<file path="src/hw/sac_defs.svh">
`ifndef SAC_DEFS_SVH
`define SAC_DEFS_SVH
// Overview of operation
// - Each conversion takes ten setup ticks, then four ticks per result bit.
// - At completion, load both result registers, set done status and interrupt flag.
// - The done status reads zero while a conversion runs.
// - The twelve-bit result is found bit by bit by successive approximation.
// - The four-bit channel field picks the analog input for each conversion.
// - The three-bit trigger field picks software start or one of five timer events.
// - Alignment zero puts bits 11:4 high and bits 3:0 in the low upper nibble.
// - Alignment one puts bits 11:8 in the high low nibble, bits 7:0 low.
// - The conversion clock is the system clock divided by one, two, four or eight.

// Register indices; the byte address is four times the index.
`define SAC_IDX_CTRL_LO 10'h09C
`define SAC_IDX_CTRL_HI 10'h09D
`define SAC_IDX_RES_LO  10'h09E
`define SAC_IDX_RES_HI  10'h09F
`define SAC_IDX_STAT    10'h0A0
`define SAC_IDX_MASK    10'h0A1
// Field positions.
`define SAC_LO_EN       7
`define SAC_LO_START    6
`define SAC_LO_REF      5
`define SAC_LO_DONE     4
`define SAC_LO_CHAN     3:0
`define SAC_HI_IRQF     7
`define SAC_HI_TRIGGER_SOURCE_SELECT     5:3
`define SAC_HI_ALIGN    2
`define SAC_HI_CONV_CLOCK_DIVIDER_SELECT    1:0
`define SAC_ST_DONE     0
// Result slices.
`define SAC_R_HI8       11:4
`define SAC_R_LO4       3:0
`define SAC_R_HI4       11:8
`define SAC_R_LO8       7:0
// Timing counts in conversion ticks, and the index of the first result bit.
`define SAC_SETUP_LAST  6'd9
`define SAC_BIT_LAST    6'd3
`define SAC_CONV_TICKS  6'd58
`define SAC_MSB         4'd11
// Trigger codes.
`define SAC_TRIGGER_SOURCE_SELECT_SW     3'h0
`define SAC_TRIGGER_SOURCE_SELECT_LAST   3'h5
`endif

</file>
<file path="src/hw/sac_pkg.sv">
package sac_pkg;
   typedef enum logic [1:0] {
      sac_idle  = 2'b00,
      sac_setup = 2'b01,
      sac_bits  = 2'b11
   } sac_state_t;

   typedef struct packed {
      logic       wr;
      logic       rd;
      logic [9:0] idx;
   } sac_aphase_t;

   typedef struct packed {
      logic       en;
      logic       reference_select;
      logic [3:0] chan;
      logic [2:0] trigger_source_select;
      logic       align;
      logic [1:0] conv_clock_divider_select;
   } sac_ctrl_t;
endpackage : sac_pkg

</file>
<file path="src/hw/sac_top.sv">
`timescale 1ns/1ps
`include "sac_defs.svh"
module sac_top (
   // Clock and reset.
   input  wire logic        clk,
   input  wire logic        rstn,
   // AHB-Lite slave.
   input  wire logic        hsel,
   input  wire logic [31:0] haddr,
   input  wire logic [1:0]  htrans,
   input  wire logic        hwrite,
   input  wire logic [2:0]  hsize,
   input  wire logic [31:0] hwdata,
   input  wire logic        hready,
   output logic      [31:0] hrdata,
   output logic             hreadyout,
   output logic             hresp,
   // Timer events: 0 t1 A, 1 t4 ovf, 2 t4 A, 3 t4 B, 4 t4 C.
   input  wire logic [4:0]  timer_evt,
   input  wire logic        stop_mode,
   // Analog front end.
   input  wire logic        comp_in,
   output logic      [11:0] dac_code,
   output logic      [3:0]  mux_sel,
   output logic             conv_enable,
   output logic             ref_ext,
   // Interrupt.
   output logic             irq
);

   sac_pkg::sac_state_t  state_r;
   sac_pkg::sac_aphase_t ap_r;
   sac_pkg::sac_ctrl_t   ctrl_r;
   logic        comp_m_r;
   logic        comp_q_r;
   logic [2:0]  div_r;
   logic [5:0]  cnt_r;
   logic [3:0]  bit_r;
   logic [11:0] sar_r;
   logic [11:0] sar_nxt;
   logic [7:0]  res_hi_r;
   logic [7:0]  res_lo_r;
   logic        done_st_r;
   logic        irqf_r;
   logic        stat_r;
   logic        mask_r;
   logic [31:0] rd_nxt;
   logic [5:0]  tick_tot_r;
   logic        acc;
   logic        wr_lo;
   logic        wr_hi;
   logic        sw_start;
   logic        go;
   logic        active;
   logic        start;
   logic        tick;
   logic        done_evt;
   logic        en_now;
   logic [3:0]  chan_now;

   // Address decode shared by reads and writes.
   function automatic logic is_reg(input logic [9:0] idx, input logic [9:0] target);
      is_reg = (idx == target);
   endfunction : is_reg

   // Low bits of the divider that must all be set for one conversion tick.
   function automatic logic [2:0] dmask(input logic [1:0] sel);
      dmask = 3'((4'h1 << sel) - 4'h1);
   endfunction : dmask

   // One-hot weight of a result bit.
   function automatic logic [11:0] bmask(input logic [3:0] i);
      bmask = 12'(16'h1 << i);
   endfunction : bmask

   // The comparator is asynchronous to clk, so it passes two flip-flops.
   always_ff @(posedge clk) begin
      if (!rstn) begin
         comp_m_r <= 1'b0;
         comp_q_r <= 1'b0;
      end else begin
         comp_m_r <= comp_in;
         comp_q_r <= comp_m_r;
      end
   end

   // Bus strobes; only whole-word single transfers are expected.
   assign acc      = hsel & hready & htrans[1];
   assign wr_lo    = ap_r.wr & is_reg(ap_r.idx, `SAC_IDX_CTRL_LO);
   assign wr_hi    = ap_r.wr & is_reg(ap_r.idx, `SAC_IDX_CTRL_HI);
   assign sw_start = wr_lo & hwdata[`SAC_LO_START];
   // A write in flight counts at once, so one write may enable, pick a channel and start.
   assign en_now   = wr_lo ? hwdata[`SAC_LO_EN] : ctrl_r.en;
   assign chan_now = wr_lo ? hwdata[`SAC_LO_CHAN] : ctrl_r.chan;
   assign active   = en_now & ~stop_mode;
   assign start    = go & active & (state_r == sac_pkg::sac_idle);
   assign tick     = ((div_r & dmask(ctrl_r.conv_clock_divider_select)) == dmask(ctrl_r.conv_clock_divider_select));
   assign done_evt = active & tick & (state_r == sac_pkg::sac_bits)
                     & (cnt_r == `SAC_BIT_LAST) & (bit_r == 4'h0);

   // Trigger source selection; unused codes never start a conversion.
   always_comb begin
      go = 1'b0;
      if (ctrl_r.trigger_source_select == `SAC_TRIGGER_SOURCE_SELECT_SW) begin
         go = sw_start;
      end else if (ctrl_r.trigger_source_select <= `SAC_TRIGGER_SOURCE_SELECT_LAST) begin
         go = timer_evt[ctrl_r.trigger_source_select - 3'h1];
      end
   end

   // Capture the address phase; the slave never inserts wait states.
   always_ff @(posedge clk) begin
      if (!rstn) begin
         ap_r <= '0;
      end else begin
         ap_r.wr  <= acc & hwrite;
         ap_r.rd  <= acc & ~hwrite;
         ap_r.idx <= haddr[11:2];
      end
   end

   // Control fields; the start bit is a strobe and is never stored.
   always_ff @(posedge clk) begin
      if (!rstn) begin
         ctrl_r <= '0;
      end else begin
         if (wr_lo) begin
            ctrl_r.en     <= hwdata[`SAC_LO_EN];
            ctrl_r.reference_select <= hwdata[`SAC_LO_REF];
            ctrl_r.chan   <= hwdata[`SAC_LO_CHAN];
         end
         if (wr_hi) begin
            ctrl_r.trigger_source_select   <= hwdata[`SAC_HI_TRIGGER_SOURCE_SELECT];
            ctrl_r.align  <= hwdata[`SAC_HI_ALIGN];
            ctrl_r.conv_clock_divider_select  <= hwdata[`SAC_HI_CONV_CLOCK_DIVIDER_SELECT];
         end
      end
   end

   // Divider restarts at each start so the first tick is at a known place.
   always_ff @(posedge clk) begin
      if (!rstn || start) begin
         div_r <= 3'h0;
      end else begin
         div_r <= div_r + 3'h1;
      end
   end

   // Decide the current bit and pose the next trial.
   always_comb begin
      sar_nxt = comp_q_r ? sar_r : (sar_r & ~bmask(bit_r));
      if (bit_r != 4'h0) begin
         sar_nxt = sar_nxt | bmask(bit_r - 4'h1);
      end
   end

   // Conversion sequencer; losing the enable aborts at once.
   always_ff @(posedge clk) begin
      if (!rstn) begin
         state_r <= sac_pkg::sac_idle;
         cnt_r   <= 6'h00;
         bit_r   <= 4'h0;
         sar_r   <= 12'h000;
      end else if (!active) begin
         state_r <= sac_pkg::sac_idle;
      end else begin
         case (state_r)
            sac_pkg::sac_idle: begin
               if (start) begin
                  state_r <= sac_pkg::sac_setup;
                  cnt_r   <= 6'h00;
                  sar_r   <= 12'h000;
               end
            end
            sac_pkg::sac_setup: begin
               if (tick && cnt_r == `SAC_SETUP_LAST) begin
                  state_r <= sac_pkg::sac_bits;
                  cnt_r   <= 6'h00;
                  bit_r   <= `SAC_MSB;
                  sar_r   <= bmask(`SAC_MSB);
               end else if (tick) begin
                  cnt_r <= cnt_r + 6'h01;
               end
            end
            sac_pkg::sac_bits: begin
               if (tick && cnt_r == `SAC_BIT_LAST) begin
                  cnt_r <= 6'h00;
                  sar_r <= sar_nxt;
                  if (bit_r == 4'h0) begin
                     state_r <= sac_pkg::sac_idle;
                  end else begin
                     bit_r <= bit_r - 4'h1;
                  end
               end else if (tick) begin
                  cnt_r <= cnt_r + 6'h01;
               end
            end
            default: begin
               state_r <= sac_pkg::sac_idle;
            end
         endcase
      end
   end

   // Result alignment at completion.
   always_ff @(posedge clk) begin
      if (!rstn) begin
         res_hi_r <= 8'h00;
         res_lo_r <= 8'h00;
      end else if (done_evt && !ctrl_r.align) begin
         res_hi_r <= sar_nxt[`SAC_R_HI8];
         res_lo_r <= {sar_nxt[`SAC_R_LO4], 4'h0};
      end else if (done_evt) begin
         res_hi_r <= {4'h0, sar_nxt[`SAC_R_HI4]};
         res_lo_r <= sar_nxt[`SAC_R_LO8];
      end
   end

   // Done status: cleared by each start and by stop mode.
   always_ff @(posedge clk) begin
      if (!rstn) begin
         done_st_r <= 1'b0;
      end else if (done_evt) begin
         done_st_r <= 1'b1;
      end else if (start || stop_mode) begin
         done_st_r <= 1'b0;
      end
   end

   // Flag in the control register: writing zero clears, a new event wins.
   always_ff @(posedge clk) begin
      if (!rstn) begin
         irqf_r <= 1'b0;
      end else if (done_evt) begin
         irqf_r <= 1'b1;
      end else if (wr_hi && !hwdata[`SAC_HI_IRQF]) begin
         irqf_r <= 1'b0;
      end
   end

   // Sticky status, cleared by a read unless an event lands together.
   always_ff @(posedge clk) begin
      if (!rstn) begin
         stat_r <= 1'b0;
      end else if (done_evt) begin
         stat_r <= 1'b1;
      end else if (acc && !hwrite && is_reg(haddr[11:2], `SAC_IDX_STAT)) begin
         stat_r <= 1'b0;
      end
   end

   // Interrupt mask.
   always_ff @(posedge clk) begin
      if (!rstn) begin
         mask_r <= 1'b0;
      end else if (ap_r.wr && is_reg(ap_r.idx, `SAC_IDX_MASK)) begin
         mask_r <= hwdata[`SAC_ST_DONE];
      end
   end

   // Read mux; unmapped words read as zero.
   always_comb begin
      rd_nxt = 32'h0000_0000;
      case (haddr[11:2])
         `SAC_IDX_CTRL_LO: begin
            rd_nxt[`SAC_LO_EN]   = ctrl_r.en;
            rd_nxt[`SAC_LO_REF]  = ctrl_r.reference_select;
            rd_nxt[`SAC_LO_DONE] = done_st_r;
            rd_nxt[`SAC_LO_CHAN] = ctrl_r.chan;
         end
         `SAC_IDX_CTRL_HI: begin
            rd_nxt[`SAC_HI_IRQF]  = irqf_r;
            rd_nxt[`SAC_HI_TRIGGER_SOURCE_SELECT]  = ctrl_r.trigger_source_select;
            rd_nxt[`SAC_HI_ALIGN] = ctrl_r.align;
            rd_nxt[`SAC_HI_CONV_CLOCK_DIVIDER_SELECT] = ctrl_r.conv_clock_divider_select;
         end
         `SAC_IDX_RES_LO: rd_nxt[7:0] = res_lo_r;
         `SAC_IDX_RES_HI: rd_nxt[7:0] = res_hi_r;
         `SAC_IDX_STAT:   rd_nxt[`SAC_ST_DONE] = stat_r;
         `SAC_IDX_MASK:   rd_nxt[`SAC_ST_DONE] = mask_r;
         default:         rd_nxt = 32'h0000_0000;
      endcase
   end

   // Read data is latched at the end of the address phase for the data phase.
   always_ff @(posedge clk) begin
      if (!rstn) begin
         hrdata    <= 32'h0000_0000;
         hreadyout <= 1'b1;
         hresp     <= 1'b0;
      end else begin
         hreadyout <= 1'b1;
         hresp     <= 1'b0;
         if (acc && !hwrite) begin
            hrdata <= rd_nxt;
         end
      end
   end

   // Analog side outputs; the channel is held for the whole conversion.
   always_ff @(posedge clk) begin
      if (!rstn) begin
         mux_sel     <= 4'h0;
         dac_code    <= 12'h000;
         conv_enable <= 1'b0;
         ref_ext     <= 1'b0;
         irq         <= 1'b0;
      end else begin
         if (start) begin
            mux_sel <= chan_now;
         end
         dac_code    <= sar_r;
         conv_enable <= active;
         ref_ext     <= ctrl_r.reference_select;
         irq         <= (stat_r | done_evt) & mask_r;
      end
   end

   // Tick total since start, read only by the checks below.
   always_ff @(posedge clk) begin
      if (!rstn || start) begin
         tick_tot_r <= 6'h00;
      end else if (tick && state_r != sac_pkg::sac_idle) begin
         tick_tot_r <= tick_tot_r + 6'h01;
      end
   end
endmodule : sac_top

</file>
<file path="config.mk">
export PLATFORM = sky130hd
export DESIGN_NAME = sac_top
export DESIGN_NICKNAME = d
export VERILOG_FILES = /design/src/hw/sac_pkg.sv /design/src/hw/sac_top.sv
export VERILOG_INCLUDE_DIRS = /design/src /design/src/hw
export SDC_FILE = /design/constraint.sdc
export NUM_CORES = 1
export LEC_CHECK = 0
export ABC_AREA = 0
export BUFFER_PORTS_ARGS = -buffer_cell sky130_fd_sc_hd__buf_2
export CORE_UTILIZATION = 35
export CTS_BUF_LIST = sky130_fd_sc_hd__clkbuf_2
export DETAILED_ROUTE_END_ITERATION = 12
export PLACE_DENSITY = 0.67
export SLEW_MARGIN = 10
export SYNTH_ARGS = -nofsm -noshare
export SYNTH_HDL_FRONTEND = slang
export SYNTH_SLANG_ARGS = --single-unit
</file>
<file path="constraint.sdc">
create_clock -name clk -period 2.9 [get_ports clk]
set_input_delay 0.29 -clock clk [delete_from_list [all_inputs] [get_ports clk]]
set_output_delay 0.29 -clock clk [all_outputs]
set_load 0.01 [all_outputs]
</file>
==> flow_summary_export.csv <==
group,metric,value,unit
outcome,status,"complete, no violations",
drt,vias,3935,
sta,setup_viol,0,
sta,fin_crit_sh,0.928,
drt,first_pass_iters,4,
placed_design,place.gp.congestion,0.871,
synth,syn_area,0.00475,mm²
synth,ys_warn_count,0,
clocking,cts_buffers,9,
power,combinationalPowerShare,0.055,
drt,routedWlPerCell,15.3,µm
critical_path,critPathRequiredTime,3440,ps
synth,synth_top_cell_area_share,0.417,
clocking,clk_pin_slew_worst_paths,310,ps
finish,register_area,0.00198,mm²
synth,ys_types,64,
power,swShare,0.277,
sta,fin_crit,2690,ps
synth,synthTopCellsByArea,"dfxtp_1, mux2i_1, buf_4, nand2_1, ha_1",
sta,relSlewSlack,0.564,
grt,antenna_found_initial,1,
critical_path,critPathMaxStageDelay,530,ps
sta,worst_pin_slew,653,ps
drt,vias_per_cell,5.14,
critical_path,end_kind,"flip-flop",
power,powerDensity,402,mW/mm²
grt,track_usage,0.175,
critical_path,crit_path_frequent_cell,"mux2i_1",
synth,synth_area_per_cell,9.17,µm²
critical_path,slowest_stage,"dfxtp_1",
die,core,0.0132,mm²
finish,drive_gt1_frac,0.168,
drt,drt_wl_total,11700,µm
critical_path,crit_family,"compound AO/OA/AOI/OAI gates",
drt,dr.first_iter.drc_count,215,
placed_design,dp_hpwl,8360,µm
critical_path,cp_num_buf_inv,1,
power,seqPwrFrac,0.640,
finish,multiInputGateArea,0.00245,mm²
finish,syn_to_final_growth,13.4,%
finish,n_fill_cell,1305,
finish,postLayoutCoreUtil,0.407,
clocking,clk_latency,630,ps
die,io_pins,134,
clocking,cts.path.max_buffers,2,
sta,tns,0,ps
grt,grt_pass1_wl,19400,µm
synth,yosys_most_used_dff,"dfxtp_1",
die,initial_core_util,0.359,
sta,hold_violations,0,
die,rows,42,
drt,drc,0,
sta,clock-skew-final,30.6,ps
power,pwr-share-clk,0.304,
grt,grt_max_degree,40,
drt,ant_nets,0,
critical_path,crit_fanout,17,
critical_path,cp.arrival,3230,ps
clocking,cts_tree,"done",
die,fp.dieH,118,µm
grt,grt_pass1_vias,3872,
critical_path,crit_type,"reg -> reg",
synth,synth_seq_cells,99,
clocking,htree_levels,3,
power,p_switching,0.600,mW
clocking,cts_root_buf,"clkbuf_2",
sta,fmaxAchievable,371,MHz
die,fp.dieW,118,µm
synth,synth_area_leader_cell,"dfxtp_1",
die,die_area,0.0140,mm²
clocking,clock_sinks,99,
power,ir_drop,0.162,mV
power,leakagePower,2.16,nW
run,drv_cap,0,
finish,final_nets,678,
critical_path,crit_chain,"inv_1, ha_1, mux2i_1, mux2i_1, a211o_1, a21oi_4, nor2_1, a311oi_1",
placed_design,place_inst,729,
synth,synth-edff-count,0,
synth,synth_cells,518,
critical_path,worstSetupStartpointType,"flip-flop",
synth,ys_seq_area_frac,0.417,
sta,maxSlewViolCount,0,
sta,rsz0062_at_grt,"no",
power,power,2.16,mW
synth,ys_async_sr_fraction,0,
finish,fin_cells,765,
min_path,hold_class,"in -> reg",
placed_design,io_buffers,57,
power,p_int,1.56,mW
grt,grt.overflow.total,0,
path summary, 6_finish.rpt:
kind,slack [ps],from,endpoint,cells after the start
worst min-delay path,50,haddr[2],ap_r[0]$_SDFF_PN0_,2
worst max register to register,210,ctrl_r[3]$_SDFFE_PN0P_,cnt_r[4]$_SDFFE_PN0P_,8
worst max-delay path,210,ctrl_r[3]$_SDFFE_PN0P_,cnt_r[4]$_SDFFE_PN0P_,8
worst min register to register,470,res_hi_r[6]$_SDFFE_PN0P_,res_hi_r[6]$_SDFFE_PN0P_,2
synth_stat cells, drive strengths merged, types with 3 or more instances:
| master | n |
|---|---|
| dfxtp | 99 |
| nand2 | 52 |
| buf | 35 |
| nor2 | 33 |
| a21oi | 30 |
| inv | 25 |
| and2 | 23 |
| mux2i | 22 |
| o21ai | 19 |
| clkbuf | 17 |
| nand3 | 15 |
| ha | 13 |
| a31oi | 8 |
| mux4 | 7 |
| nor2b | 7 |
| nor3 | 7 |
| o41ai | 7 |
| a21boi | 6 |
| and4 | 6 |
| nand4 | 6 |
| o211ai | 6 |
| o31ai | 6 |
| or3 | 6 |
| and3 | 5 |
| a211oi | 4 |
| mux2 | 4 |
| a211o | 3 |
| a221o | 3 |
| a311oi | 3 |
| a32o | 3 |
| a32oi | 3 |
| a41oi | 3 |
| nand2b | 3 |
| nand3b | 3 |
| nor3b | 3 |
| nor4b | 3 |
| xor2 | 3 |
timing repair:
| action | CTS | global route |
|---|---|---|
| hold buffers | 20 | 0 |
| gates resized for setup | 0 | 0 |
| setup buffers | 0 | 0 |
| endpoints found under the hold margin | 29 | 0 |
kinds of logic (layout without fill, tap and decap cells):
kind of cell / Yosys count / in the layout / synth area share
simple gates: 180 / 180 / 0.204
flops: 99 / 99 / 0.417
compound gates: 111 / 111 / 0.162
fa+ha+maj: 13 / 13 / 0.0343
xor+xnor: 3 / 3 / 0.00553
other cells: 2 / 27 / 0.00158
mux: 33 / 33 / 0.0899
buf+inv: 77 / 123 / 0.0846
per-layer routing:
layer  share of wire  global-route usage  vias up
met5               0                   0        -
met4           0.025              0.0902        0
met3           0.049              0.0285       21
met2            0.47               0.283      121
met1            0.46               0.225     1862
li1                -                   -     1931
power by group through the flow:
stage	logic, mW	registers, mW	clock network, mW
floorplan	0.0856	1.41	0
global route	0.133	1.39	0.724
CTS	0.119	1.39	0.673
finish	0.120	1.39	0.659
detailed placement	0.0988	1.41	0
global placement	0.0964	1.41	0
final cells by class:
class,count,area share
antenna,1,0.000465
clock buffer,9,0.00836
clock inverter,6,0.0107
inverter,25,0.0174
multi-input combinational,366,0.456
sequential,99,0.368
tap,176,0.0409
timing repair buffer,83,0.0985
cells in the final DEF (no fill, tap or decap), drive strengths merged, types with 4 or more instances in the layout:
master       instances
nor2                33
a21oi               30
o211ai               6
nand3               15
o21ai               19
inv                 29
mux2                 4
clkbuf               9
dlygate4sd3         20
dfxtp               99
a211oi               4
ha                  13
or3                  6
mux4                 7
and3                 5
o31ai                6
nor3                 7
nor2b                7
mux2i               22
o41ai                7
conb                26
a21boi               6
and2                23
buf                 63
a31oi                8
nand2               52
and4                 6
nand4                6
through the flow:
stage / cell area, µm² / hold slack [ps] / setup WS (ps)
final: 5390 / 49.4 / 208
after global routing: 5390 / 17.1 / 29.1
after CTS: 5380 / 18.6 / 217
after detailed placement: 5080 / 422 / 295
after global placement: 5080 / 422 / 369
after floorplan: 4840 / 404 / 752
sequential cells by signal, summed over array words and instances, names as in the netlist, 4 cells and up:
name	cells
ap_r	11
bit_r	4
cnt_r	6
ctrl_r	12
dac_code	12
hrdata	8
mux_sel	4
res_hi_r	8
res_lo_r	8
sar_r	12
(Power assumes the default switching activity.)
